### src/inc/lvd_pkg.sv
// constants for the supply supervisor: register addresses, field positions, reset values
// assumes an 8-bit internal bus with 16-bit addresses and bit or byte writes
package lvd_pkg;
	localparam int ADDR_W = 16;
	localparam int DATA_W = 8;
	localparam int BIT_SEL_W = 3;

	// register addresses
	localparam logic [15:0] LOW_VOLTAGE_CONTROL_ADDR = 16'hFF78;
	localparam logic [15:0] RESET_CAUSE_FLAGS_ADDR = 16'hFFAC;

	// low_voltage_control fields
	localparam int DETECTOR_ENABLE_BIT = 7;
	localparam int DETECTOR_MODE_SELECT_BIT = 1;
	localparam int LOW_SUPPLY_FLAG_BIT = 0;
	localparam logic [7:0] LOW_VOLTAGE_CONTROL_RST = 8'h00;

	// reset_cause_flags fields
	localparam int DETECTOR_RESET_CAUSE_BIT = 0;
	localparam logic [7:0] RESET_CAUSE_FLAGS_RST = 8'h00;

	// value on the read port for an unmapped address
	localparam logic [7:0] UNMAPPED_READ = 8'h00;
endpackage

### src/hdl/low_voltage_detect_reset.sv
// supply supervisor: power-on comparator reset and configurable low-voltage detector
// assumes comparator outputs are asynchronous levels, high while supply is low,
// and clk_i is the always-on supervisor clock that keeps running in stop mode
`timescale 1ns/100ps

// Contract
// - reset held while power-on comparator reports low
// - control register at FF78H, reset 00H, bit/byte
// - enable bit powers comparator, enables detection
// - mode bit: 0 interrupt, 1 reset
// - read-only flag: low supply while enabled
// - only detector reset keeps enable and mode
// - enabled interrupt mode drives flag to irq
// - low supply irq is non-maskable
// - enable and mode set give reset when low
// - irq may fire in reset mode too
// - setting mode while supply good: no reset
// - detector reset sets reset-cause bit 0
// - detector keeps working in stop mode
// - reset-cause register clears on reset, poc, read
module low_voltage_detect_reset (
	input wire logic clk_i,
	input wire logic sys_rst_i,
	input wire logic clk_en_i,
	input wire logic other_reset_i,
	input wire logic stop_mode_i,
	input wire logic power_on_low_i,
	input wire logic detector_low_i,
	input wire logic [15:0] bus_addr_i,
	input wire logic bus_wr_i,
	input wire logic [7:0] bus_wdata_i,
	input wire logic bus_bit_wr_i,
	input wire logic [2:0] bus_bit_sel_i,
	input wire logic bus_bit_val_i,
	input wire logic bus_rd_i,
	output logic [7:0] bus_rdata_o,
	output logic comparator_enable_o,
	output logic low_supply_irq_o,
	output logic internal_reset_o
);
	logic [1:0] comp_sync;
	logic power_on_low_s;
	logic detector_low_s;
	logic detector_enable_r;
	logic detector_enable_nxt;
	logic detector_mode_select_r;
	logic detector_mode_select_nxt;
	logic low_supply_flag_r;
	logic [7:0] reset_cause_flags;
	logic [7:0] control_view;
	logic [7:0] rdata_nxt;
	logic bus_active;
	logic hit_control;
	logic hit_cause;
	logic byte_wr_control;
	logic bit_wr_control;
	logic detector_reset;
	logic clear_config;
	logic cause_clear;

	function automatic logic addr_hit(input logic [15:0] addr, input logic [15:0] target);
		addr_hit = (addr == target);
	endfunction

	sync_2ff #(
		.WIDTH(2)
	) u_comp_sync (
		.clk_i(clk_i),
		.sys_rst_i(sys_rst_i),
		.clk_en_i(clk_en_i),
		.async_i({power_on_low_i, detector_low_i}),
		.sync_o(comp_sync)
	);

	assign power_on_low_s = comp_sync[1];
	assign detector_low_s = comp_sync[0];

	// cpu is halted in stop mode; the detector path below ignores stop_mode_i
	assign bus_active = ~stop_mode_i;
	assign hit_control = addr_hit(bus_addr_i, lvd_pkg::LOW_VOLTAGE_CONTROL_ADDR);
	assign hit_cause = addr_hit(bus_addr_i, lvd_pkg::RESET_CAUSE_FLAGS_ADDR);
	assign byte_wr_control = bus_active & bus_wr_i & hit_control;
	assign bit_wr_control = bus_active & bus_bit_wr_i & hit_control;

	// reset response only while the synchronised comparator shows low supply
	assign detector_reset = detector_enable_r & detector_mode_select_r & detector_low_s;

	// power-on and other resets clear configuration; detector reset does not
	assign clear_config = power_on_low_s | other_reset_i;
	assign cause_clear = power_on_low_s | (bus_active & bus_rd_i & hit_cause);

	always_comb begin
		detector_enable_nxt = detector_enable_r;
		detector_mode_select_nxt = detector_mode_select_r;
		if (clear_config) begin
			detector_enable_nxt = 1'b0;
			detector_mode_select_nxt = 1'b0;
		end else if (byte_wr_control) begin
			detector_enable_nxt = bus_wdata_i[lvd_pkg::DETECTOR_ENABLE_BIT];
			detector_mode_select_nxt = bus_wdata_i[lvd_pkg::DETECTOR_MODE_SELECT_BIT];
		end else if (bit_wr_control) begin
			if (bus_bit_sel_i == 3'(lvd_pkg::DETECTOR_ENABLE_BIT)) begin
				detector_enable_nxt = bus_bit_val_i;
			end
			if (bus_bit_sel_i == 3'(lvd_pkg::DETECTOR_MODE_SELECT_BIT)) begin
				detector_mode_select_nxt = bus_bit_val_i;
			end
		end
	end

	always_ff @(posedge clk_i or posedge sys_rst_i) begin
		if (sys_rst_i) begin
			detector_enable_r <= lvd_pkg::LOW_VOLTAGE_CONTROL_RST[lvd_pkg::DETECTOR_ENABLE_BIT];
			detector_mode_select_r <=
				lvd_pkg::LOW_VOLTAGE_CONTROL_RST[lvd_pkg::DETECTOR_MODE_SELECT_BIT];
		end else if (clk_en_i) begin
			detector_enable_r <= detector_enable_nxt;
			detector_mode_select_r <= detector_mode_select_nxt;
		end
	end

	reset_cause_reg u_cause (
		.clk_i(clk_i),
		.sys_rst_i(sys_rst_i),
		.clk_en_i(clk_en_i),
		.set_i(detector_reset),
		.clear_i(cause_clear),
		.flags_o(reset_cause_flags)
	);

	always_comb begin
		control_view = lvd_pkg::LOW_VOLTAGE_CONTROL_RST;
		control_view[lvd_pkg::DETECTOR_ENABLE_BIT] = detector_enable_r;
		control_view[lvd_pkg::DETECTOR_MODE_SELECT_BIT] = detector_mode_select_r;
		control_view[lvd_pkg::LOW_SUPPLY_FLAG_BIT] = low_supply_flag_r;
	end

	assign rdata_nxt = hit_control ? control_view :
		hit_cause ? reset_cause_flags : lvd_pkg::UNMAPPED_READ;

	always_ff @(posedge clk_i or posedge sys_rst_i) begin
		if (sys_rst_i) begin
			low_supply_flag_r <= 1'b0;
			comparator_enable_o <= 1'b0;
			low_supply_irq_o <= 1'b0;
			internal_reset_o <= 1'b0;
			bus_rdata_o <= lvd_pkg::UNMAPPED_READ;
		end else if (clk_en_i) begin
			low_supply_flag_r <= detector_enable_r & detector_low_s;
			comparator_enable_o <= detector_enable_r;
			// no mask term; fires in either mode since the flag is mode-blind
			low_supply_irq_o <= detector_enable_r & detector_low_s;
			internal_reset_o <= power_on_low_s | detector_reset;
			if (bus_active & bus_rd_i) begin
				bus_rdata_o <= rdata_nxt;
			end
		end
	end
endmodule

### src/hdl/sync_2ff.sv
// two-flop synchroniser for a vector of independent levels
// assumes each bit is a slow level from outside the clock domain
`timescale 1ns/100ps
module sync_2ff #(
	parameter int WIDTH = 2
) (
	input wire logic clk_i,
	input wire logic sys_rst_i,
	input wire logic clk_en_i,
	input wire logic [WIDTH-1:0] async_i,
	output logic [WIDTH-1:0] sync_o
);
	logic [WIDTH-1:0] meta_r;

	// the first stage feeds only the second stage
	always_ff @(posedge clk_i or posedge sys_rst_i) begin
		if (sys_rst_i) begin
			meta_r <= '0;
			sync_o <= '0;
		end else if (clk_en_i) begin
			meta_r <= async_i;
			sync_o <= meta_r;
		end
	end
endmodule

### src/hdl/reset_cause_reg.sv
// reset-cause flag register with read-to-clear
// assumes clear_i marks a read of the register or a power-on comparator reset
`timescale 1ns/100ps
module reset_cause_reg (
	input wire logic clk_i,
	input wire logic sys_rst_i,
	input wire logic clk_en_i,
	input wire logic set_i,
	input wire logic clear_i,
	output logic [7:0] flags_o
);
	logic detector_reset_cause_r;
	logic detector_reset_cause_nxt;

	// set wins so a cause arriving during a read is not lost
	assign detector_reset_cause_nxt = set_i | (detector_reset_cause_r & ~clear_i);

	always_ff @(posedge clk_i or posedge sys_rst_i) begin
		if (sys_rst_i) begin
			detector_reset_cause_r <= lvd_pkg::RESET_CAUSE_FLAGS_RST[lvd_pkg::DETECTOR_RESET_CAUSE_BIT];
		end else if (clk_en_i) begin
			detector_reset_cause_r <= detector_reset_cause_nxt;
		end
	end

	always_comb begin
		flags_o = lvd_pkg::RESET_CAUSE_FLAGS_RST;
		flags_o[lvd_pkg::DETECTOR_RESET_CAUSE_BIT] = detector_reset_cause_r;
	end
endmodule

### config.mk
export PLATFORM = sky130hd
export DESIGN_NAME = low_voltage_detect_reset
export DESIGN_NICKNAME = d
export VERILOG_FILES = /design/src/inc/lvd_pkg.sv /design/src/hdl/low_voltage_detect_reset.sv /design/src/hdl/sync_2ff.sv /design/src/hdl/reset_cause_reg.sv
export SDC_FILE = /design/constraint.sdc
export NUM_CORES = 1
export LEC_CHECK = 0
export BUFFER_PORTS_ARGS = -buffer_cell sky130_fd_sc_hd__buf_2
export CAP_MARGIN = 15
export CORE_MARGIN = 2
export CORE_UTILIZATION = 30
export CTS_BUF_LIST = sky130_fd_sc_hd__clkbuf_2
export CTS_CLUSTER_SIZE = 14
export DETAILED_ROUTE_END_ITERATION = 16
export GPL_TIMING_DRIVEN = 0
export SETUP_SLACK_MARGIN = 0.02
export SLEW_MARGIN = 20
export SYNTH_ARGS = -nofsm -noshare
export SYNTH_HDL_FRONTEND = slang
export SYNTH_SLANG_ARGS = --single-unit
export TNS_END_PERCENT = 5
### constraint.sdc
create_clock -name clk_i -period 1 [get_ports clk_i]
set_input_delay 0.2 -clock clk_i [delete_from_list [all_inputs] [get_ports clk_i]]
set_output_delay 0.2 -clock clk_i [all_outputs]
set_load 0.005 [all_outputs]
== Word-level counts from Yosys, hierarchy flattened ==
Index checks and enable logic that the tools add are counted.
W data, S select, Z words.

* Bits of input ports: 38
* Register bits after elaboration: 18
* Logic and storage cells: 45
* Output and inout port bits: 11

* Eq/ne operators: 4
* Reductions and logical operators: 6
* Bitwise operators: 16
* Multiplexer cells: 10

{| class="wikitable"
|+ Operators by type and width
! operator !! number
|-
| $eq A16 B16 Y1 const B || 2
|-
| $and A1 B1 Y1 || 10
|-
| $mux W1 || 9
|-
| $reduce_bool A3 Y1 || 3
|-
| $mux W8 || 1
|-
| $reduce_and A3 Y1 || 2
|-
| $or A1 B1 Y1 || 4
|-
| $eq A3 B1 Y1 const B || 1
|-
| $eq A3 B3 Y1 const B || 1
|-
| $not A1 Y1 || 2
|-
| $reduce_and A2 Y1 || 1
|}

== Logic depth before layout (Yosys ltp) ==
Gate-level depths: netlist of run 1.

* Depth in word-level cells: 7
* Depth in mapped cells: 4
* Gate-level depth less buffers: 4

== Cells and area by module ==
Synthesis of run 1 repeated with hierarchy kept, for this count alone.

* Cells, all modules: 94
* Area total of the unflattened synthesis: 1,002.2 um^2

{| class="wikitable"
|+ Modules (own cells, without submodules)
! module !! cells an instance !! area each (um^2) !! instances !! seq. area each (um^2)
|-
| low_voltage_detect_reset || 72 || 748.2 || 1 || 325.3
|-
| sync_2ff || 9 || 148.9 || 1 || 100.1
|-
| reset_cause_reg || 13 || 105.1 || 1 || 25.0
|}

== Worst setup path after synthesis of run 1 ==
OpenSTA, ideal clock, no wires.

* Path type: input port to flip-flop
* From: in bus_addr_i[0]
* To: reg detector_enable_r
* Path buffers: 0
* Stages on the path: 4
* Library setup time: 0.076 ns
* Required time: 0.924 ns
* Path slack: -0.292 ns
* Arrival time: 1.216 ns
* Cells stage by stage: and4bb_2 nand4_1 or4b_4 o21ai_1

* Word-level cells in the longest chain between the ends: 4
* Elaborated cells on any way between the ends: 8
* Classes of those cells: eq/ne (1); mux (2); bitwise (2); reduce/logical (3)

{| class="wikitable"
|+ RTL lines
! item !! RTL line !! source
|-
| start, declared || low_voltage_detect_reset.sv:29 || <nowiki>input wire logic [15:0] bus_addr_i,</nowiki>
|-
| $eq A16 B16 Y1 * || low_voltage_detect_reset.sv:62 || <nowiki>addr_hit = (addr == target);</nowiki>
|-
| $and A1 B1 Y1 (on tied branches) || low_voltage_detect_reset.sv:82, low_voltage_detect_reset.sv:83 ||
|-
| $reduce_bool A3 Y1 (no line) or $mux W1 (tied branches) || n/a ||
|-
| $reduce_and A3 Y1 (no line) or $mux W1 (tied branches) || n/a ||
|-
| end signal, assigned || low_voltage_detect_reset.sv:113 || <nowiki>detector_enable_r <= lvd_pkg::LOW_VOLTAGE_CONTROL_RST[lvd_pkg::DETECTOR_ENABLE_BIT];</nowiki>
|-
| end signal, assigned || low_voltage_detect_reset.sv:117 || <nowiki>detector_enable_r <= detector_enable_nxt;</nowiki>
|-
| end, declared || low_voltage_detect_reset.sv:44 || <nowiki>logic detector_enable_r;</nowiki>
|}

Mark *: on every way between the ends. The rest lies on a longest branch, timed or not.
A chain may end at the register's enable or synchronous reset.

== Final worst setup path of run 1 ==
* From: in bus_addr_i[7]
* To: reg detector_enable_r

Same word-level chain as after synthesis.

==> results_dict.tcl, run 1 <==
set metrics [dict create \
    status "finished with violations" \
    violations "setup timing" \
    hp-class "input pin to flip-flop" \
    power.total_uw 1040 \
    relSlewSlack_pct 66.7 \
    vias_per_cell 4.86 \
    track_usage_pct 13.1 \
    crit_path_end_kind "flip-flop" \
    wl_per_cell_um 11.0 \
    critPathMaxFanout 2 \
    min_period_ns 1.15 \
    htree_levels 1 \
    hold_viol_final 0 \
    final_common_cell "buf_2" \
    gp_congestion 0.755 \
    peakVddDrop_v 0.000795 \
    synth-edff-count 0 \
    worst_slew_pin_slew_ns 0.499 \
    cts_root_buffer "clkbuf_2" \
    chipHeight_um 53.3 \
    dp_hpwl_mm 1.30 \
    die-area_um2 2840 \
    grt_setup_unrepaired "yes" \
    grt_max_degree 14 \
    r2r_cells 2 \
    start_util_pct 32.4 \
    holdPathStages 2 \
    synth_seq_area_share_pct 44.6 \
    cp-start-kind "input pin" \
    hold_start "detector_low_i" \
    whs_ns 0.153 \
    layout-drive-gt1-share_pct 48.8 \
    synth.ff_latch_count 13 \
    ys_warn_count 0 \
    die_w_um 53.3 \
    clk_pin_slew_ns 0.12 \
    layout_setup_ws_ns -0.149 \
    place_area_um2 965 \
    maxSlewViolCount 0 \
    crit_required_ns 1.21 \
    cts_tree "done" \
    core_area_um2 2250 \
    ioPinCount 49 \
    mostFrequentLayoutCells "buf_2 (36), dfrtp_1 (13), buf_4 (8), o21ai_0 (7)" \
    clock.fmax_ghz 0.870 \
    r2r_setup_slack_ns -0.13 \
    drt_iter0_drc 6 \
    layout.nets 162 \
    cp.arrival_ns 1.36 \
    fin_worst_skew_ns 0.00434 \
    synthFlopType "dfrtp_1" \
    synth_area_um2 729 \
    synth_cell_types 27 \
    fp-row-count 17 \
    holdPathEnd "u_comp_sync.meta_r[0]" \
    clockBufferDepth 2 \
    grt_pass1_vias 687 \
    maxCapViolCount 0 \
    reg2reg_to "detector_enable_r" \
    setup_violations 4 \
    port_buffers 37 \
    worstSetupPathType "input pin to flip-flop" \
    drtAntennaViolNets 0 \
    synth_area_per_cell_um2 9.86 \
    setup_tns_ns -0.328 \
    diodes 0 \
    p_per_area_nw_per_um2 1000 \
    r2r_start "u_comp_sync.sync_o[1]" \
    numCtsBuffers 3 \
    p_leak_uw 0.000531 \
    routed_wirelength_mm 1.66 \
    clkLatencyLatePin_ns 0.27 \
    drc_errors 0 \
    vias 734 \
    grt_pass1_wl_mm 2.69 \
    antenna_found_initial 0 \
    dr.pass1.iters 4 \
    synth_cells 74 \
    clock-sinks 13 \
    synthArstFlopShare_pct 100 \
    period_share_pct 115 \
    grt-ovfl-total 0 \
    design_area_um2 1040 \
    area_delta_synth_final_pct 42.5 \
]
## sequential cells by signal, summed over array words and instances (netlist names)
| name | cells |
|---|---|
| internal_reset_o | 1 |
| low_supply_flag_r | 1 |
| u_comp_sync.sync_o | 2 |
| u_cause.detector_reset_cause_r | 1 |
| bus_rdata_o | 3 |
| detector_mode_select_r | 1 |
| comparator_enable_o | 1 |
| detector_enable_r | 1 |
| u_comp_sync.meta_r | 2 |
## power breakdown
| part | internal [uW] | switching (uW) |
|---|---|---|
| sequential | 552 | 16.5 |
| combinational | 116 | 84.5 |
| clock | 106 | 165 |
## layer usage
metal | part of all wire [%] | track usage [%] | wire [um]
met2 | 50 | 22.8 | 827
met1 | 42 | 14.2 | 704
met5 | 0 | 0 | 0
met3 | 7.2 | 5.93 | 120
met4 | 0.42 | 3.42 | 7
## kinds of logic after synthesis
| kind of cell | count (synthesis) | synth area share, % |
|---|---|---|
| other | 1 | 0.514 |
| multiplexers | 5 | 7.72 |
| AND/OR/NAND/NOR | 26 | 23.0 |
| flip-flops | 13 | 44.6 |
| AO/OA/AOI/OAI | 19 | 16.5 |
| buffers and inverters | 10 | 7.72 |
## per-stage QoR
step                      cells  setup WS, ns  util, %
after floorplan              78        -0.247        -
after global placement      143        -0.425     42.8
after detailed placement    143        -0.443     42.8
after CTS                   151        -0.124     45.4
after global routing        151        -0.179     46.1
final                       151        -0.149     46.1
## synth_stat cells, drive strengths merged, types with 2 or more instances
master | n | area, um^2
nand2 | 5 | 18.8
inv | 4 | 15.0
o211ai | 2 | 15.0
a22oi | 2 | 15.0
mux2 | 5 | 56.3
a22o | 2 | 17.5
nor2 | 3 | 11.3
dfrtp | 13 | 325
nand4 | 3 | 18.8
nand3 | 5 | 25.0
o21ai | 9 | 45.0
nor2b | 2 | 12.5
and4 | 3 | 27.5
buf | 5 | 37.5
and4bb | 2 | 25.0
## what timing repair did
| action | CTS | global route |
|---|---|---|
| resized for setup | 2 | 3 |
| pin swaps | 4 | 2 |
| setup buffers | 3 | 0 |
| setup endpoints to repair | 10 | 10 |
| hold buffers | 1 | 0 |
| cloned | 0 | 0 |
| hold endpoints to repair | 13 | 0 |
## worst max-delay path, stage by stage
cell	delay [ns]
buf_2	0.10
and4bb_1	0.29
nand4_1	0.13
or4b_4	0.51
o21ai_2	0.13
## layout make-up
cell class | count | area [um^2]
fillers | 242 | 1210
multi-input cells | 55 | 379
flip-flops and latches | 13 | 325
repair buffers | 41 | 224
plain buffers | 6 | 41.3
well taps | 28 | 35.0
clock buffers | 4 | 20.0
inverters | 4 | 15.0
## how the worst max path moves through the flow
stage | endpoint | from | slack [ns]
6_report | detector_enable_r | bus_addr_i[7] | -0.15
5_1_grt | detector_mode_select_r | bus_addr_i[7] | -0.18
4_1_cts | detector_enable_r | u_comp_sync.sync_o[1] | -0.12
3_5_place_dp | detector_enable_r | bus_addr_i[2] | -0.44
3_3_place_gp | detector_mode_select_r | bus_addr_i[2] | -0.42
2_1_floorplan | detector_enable_r | bus_addr_i[1] | -0.25
Note: power is estimated with default switching activity, not from simulation.
==> inputs of run 2 (changes only) <==
--- a/config.mk
+++ b/config.mk
@@ -5,7 +5,7 @@
 export SDC_FILE = /design/constraint.sdc
 export NUM_CORES = 1
 export LEC_CHECK = 0
-export BUFFER_PORTS_ARGS = -buffer_cell sky130_fd_sc_hd__buf_2
+export BUFFER_PORTS_ARGS = -buffer_cell sky130_fd_sc_hd__buf_4
 export CAP_MARGIN = 15
 export CORE_MARGIN = 2
 export CORE_UTILIZATION = 30
==> run 2 against run 1 <==
  * The run still ends with setup timing left
  * Sequential power barely moved
  * Maximum frequency grew 1.8%
  * Sequential share of layout area fell by 2.9 points
  * Clock skew is 0.0034 ns higher
  * Clock power grew 3%
  * Final cell count did not move
  * Hold slack better by 0.0014 ns
  * Via count is 1.6% lower
  * Combinational power up 18%
  * Critical path type unchanged
  * Largest cell class unchanged
  * Highest routed layer unchanged
==> results_dict.tcl, run 2 (same netlist as run 1, synthesis figures left out) <==
set metrics [dict create \
    status "finished with violations" \
    violations "setup timing" \
    gp_congestion 0.741 \
    clock.fmax_ghz 0.886 \
    grt-ovfl-total 0 \
    largest_reg_flops 3 \
    worstSetupPathType "input pin to flip-flop" \
    cp-start-kind "input pin" \
    cp.arrival_ns 1.34 \
    design_area_um2 1150 \
    htree_levels 1 \
    layout.nets 162 \
    drtAntennaViolNets 0 \
    pwr-share-comb_pct 21.8 \
    cpMaxStageDelayCell "or4b_4" \
    p_int_uw 810 \
    crit_path_end_kind "flip-flop" \
    die-area_um2 2840 \
    maxCapViolCount 0 \
    vias 722 \
    fillers 223 \
    setup_violations 7 \
    clock_power_share_pct 25.7 \
    min_period_ns 1.13 \
    clkLatencyLatePin_ns 0.27 \
    grt_pass1_vias 717 \
    seq_power_share_pct 52.5 \
    numCtsBuffers 3 \
    routed_wirelength_mm 1.66 \
    final_common_cell "buf_4" \
    grt_setup_unrepaired "yes" \
    track_usage_pct 15.3 \
    ioPinCount 49 \
    switching_share_pct 25.2 \
    start_util_pct 32.4 \
    p_leak_uw 0.000559 \
    switchingPower_uw 273 \
    mostFrequentLayoutCells "buf_4 (39), dfrtp_1 (13), o21ai_0 (6), buf_6 (6)" \
    die_w_um 53.3 \
    period_share_pct 113 \
    chipHeight_um 53.3 \
    clk_pin_slew_ns 0.12 \
    layout_setup_ws_ns -0.129 \
    clockBufferDepth 2 \
    reg_top3 "bus_rdata_o (3), u_comp_sync.meta_r (2), u_comp_sync.sync_o (2)" \
    hold_viol_final 0 \
    antenna_found_initial 0 \
    core_area_um2 2250 \
    area_delta_synth_final_pct 57.3 \
    wl_per_cell_um 11.0 \
    layout-drive-gt1-share_pct 49.6 \
    peakVddDrop_v 0.000735 \
    place_area_um2 1060 \
    vias_per_cell 4.78 \
    cp_top_family "simple AND/OR/NAND/NOR gates" \
    critPathMaxFanout 2 \
    fp-row-count 17 \
    crit_buf_inv 1 \
    fin_worst_skew_ns 0.00776 \
    diodes 0 \
    drc_errors 0 \
    dp_cells 143 \
    dr.pass1.iters 4 \
    grt_pass1_wl_mm 3.11 \
    crit_required_ns 1.21 \
    grt_max_degree 14 \
    path_cells "buf_4 > and4bb_2 > nand4_1 > or4b_4 > o21ai_2" \
    clock-sinks 13 \
    drt_iter0_drc 19 \
    cts_root_buffer "clkbuf_2" \
    maxSlewViolCount 0 \
    p_per_area_nw_per_um2 944 \
    fin_cells 151 \
    hp-class "input pin to flip-flop" \
    worst_path_largest_cell_delay_ns 0.51 \
    port_buffers 37 \
    cts_tree "done" \
    largest-register "bus_rdata_o" \
]
[run 2: final timing paths]
check | start | endpoint | slack (ns) | depth (start not counted)
worst max-delay path | bus_addr_i[0] | detector_enable_r | -0.13 | 5
min in group asynchronous | sys_rst_i | low_supply_flag_r | 0.48 | 3
max in group asynchronous | sys_rst_i | u_comp_sync.sync_o[0] | 0.19 | 3
worst min register to register | u_cause.detector_reset_cause_r | bus_rdata_o[0] | 0.52 | 1
worst max register to register | u_comp_sync.sync_o[1] | detector_enable_r | -0.13 | 2
worst min-delay path | power_on_low_i | u_comp_sync.meta_r[1] | 0.15 | 2
[run 2: cell type report]
type	count	area, um^2	area share [%]
flip-flops and latches	13	325	28.4
plain buffers	6	41.3	3.60
repair buffers	41	333	29.0
inverters	4	15.0	1.31
multi-input cells	55	378	32.9
clock buffers	4	20.0	1.74
well taps	28	35.0	3.05
[run 2: per-layer routing]
metal,routed length (um),global-route usage (%),share of wire [%],up-vias
li1,-,-,-,369
met1,694,18.5,42,322
met2,832,25.1,50,27
met3,109,5.08,6.6,4
met4,29,5.13,1.7,0
met5,0,0,0,-
[run 2: power by group through the flow]
stage | Sequential, uW | Clock [uW] | Combinational [uW]
after CTS | 569 | 288 | 238
final | 568 | 279 | 236
after floorplan | 578 | 0 | 91.8
after global placement | 582 | 0 | 208
after detailed placement | 582 | 0 | 213
after global routing | 574 | 313 | 267
[run 2: per-stage QoR]
step                hold WS [ns]  setup WS, ns  TNS (ns)  util (%)  power, uW
finish                     0.155        -0.129    -0.328      50.9       1080
global placement           0.255        -0.440     -2.18      46.9        790
global route               0.128        -0.178    -0.717      50.9       1150
detailed placement         0.268        -0.466     -2.31      46.9        795
floorplan                 0.0770        -0.247    -0.494         -        670
CTS                        0.143        -0.136    -0.439      50.9       1090
[run 2: timing repair]
action	CTS	global route
gates resized for setup	10	1
setup endpoints to repair	10	10
buffers inserted	3	0
pin swaps	2	1
hold buffers	1	0
endpoints found under the hold margin	13	0
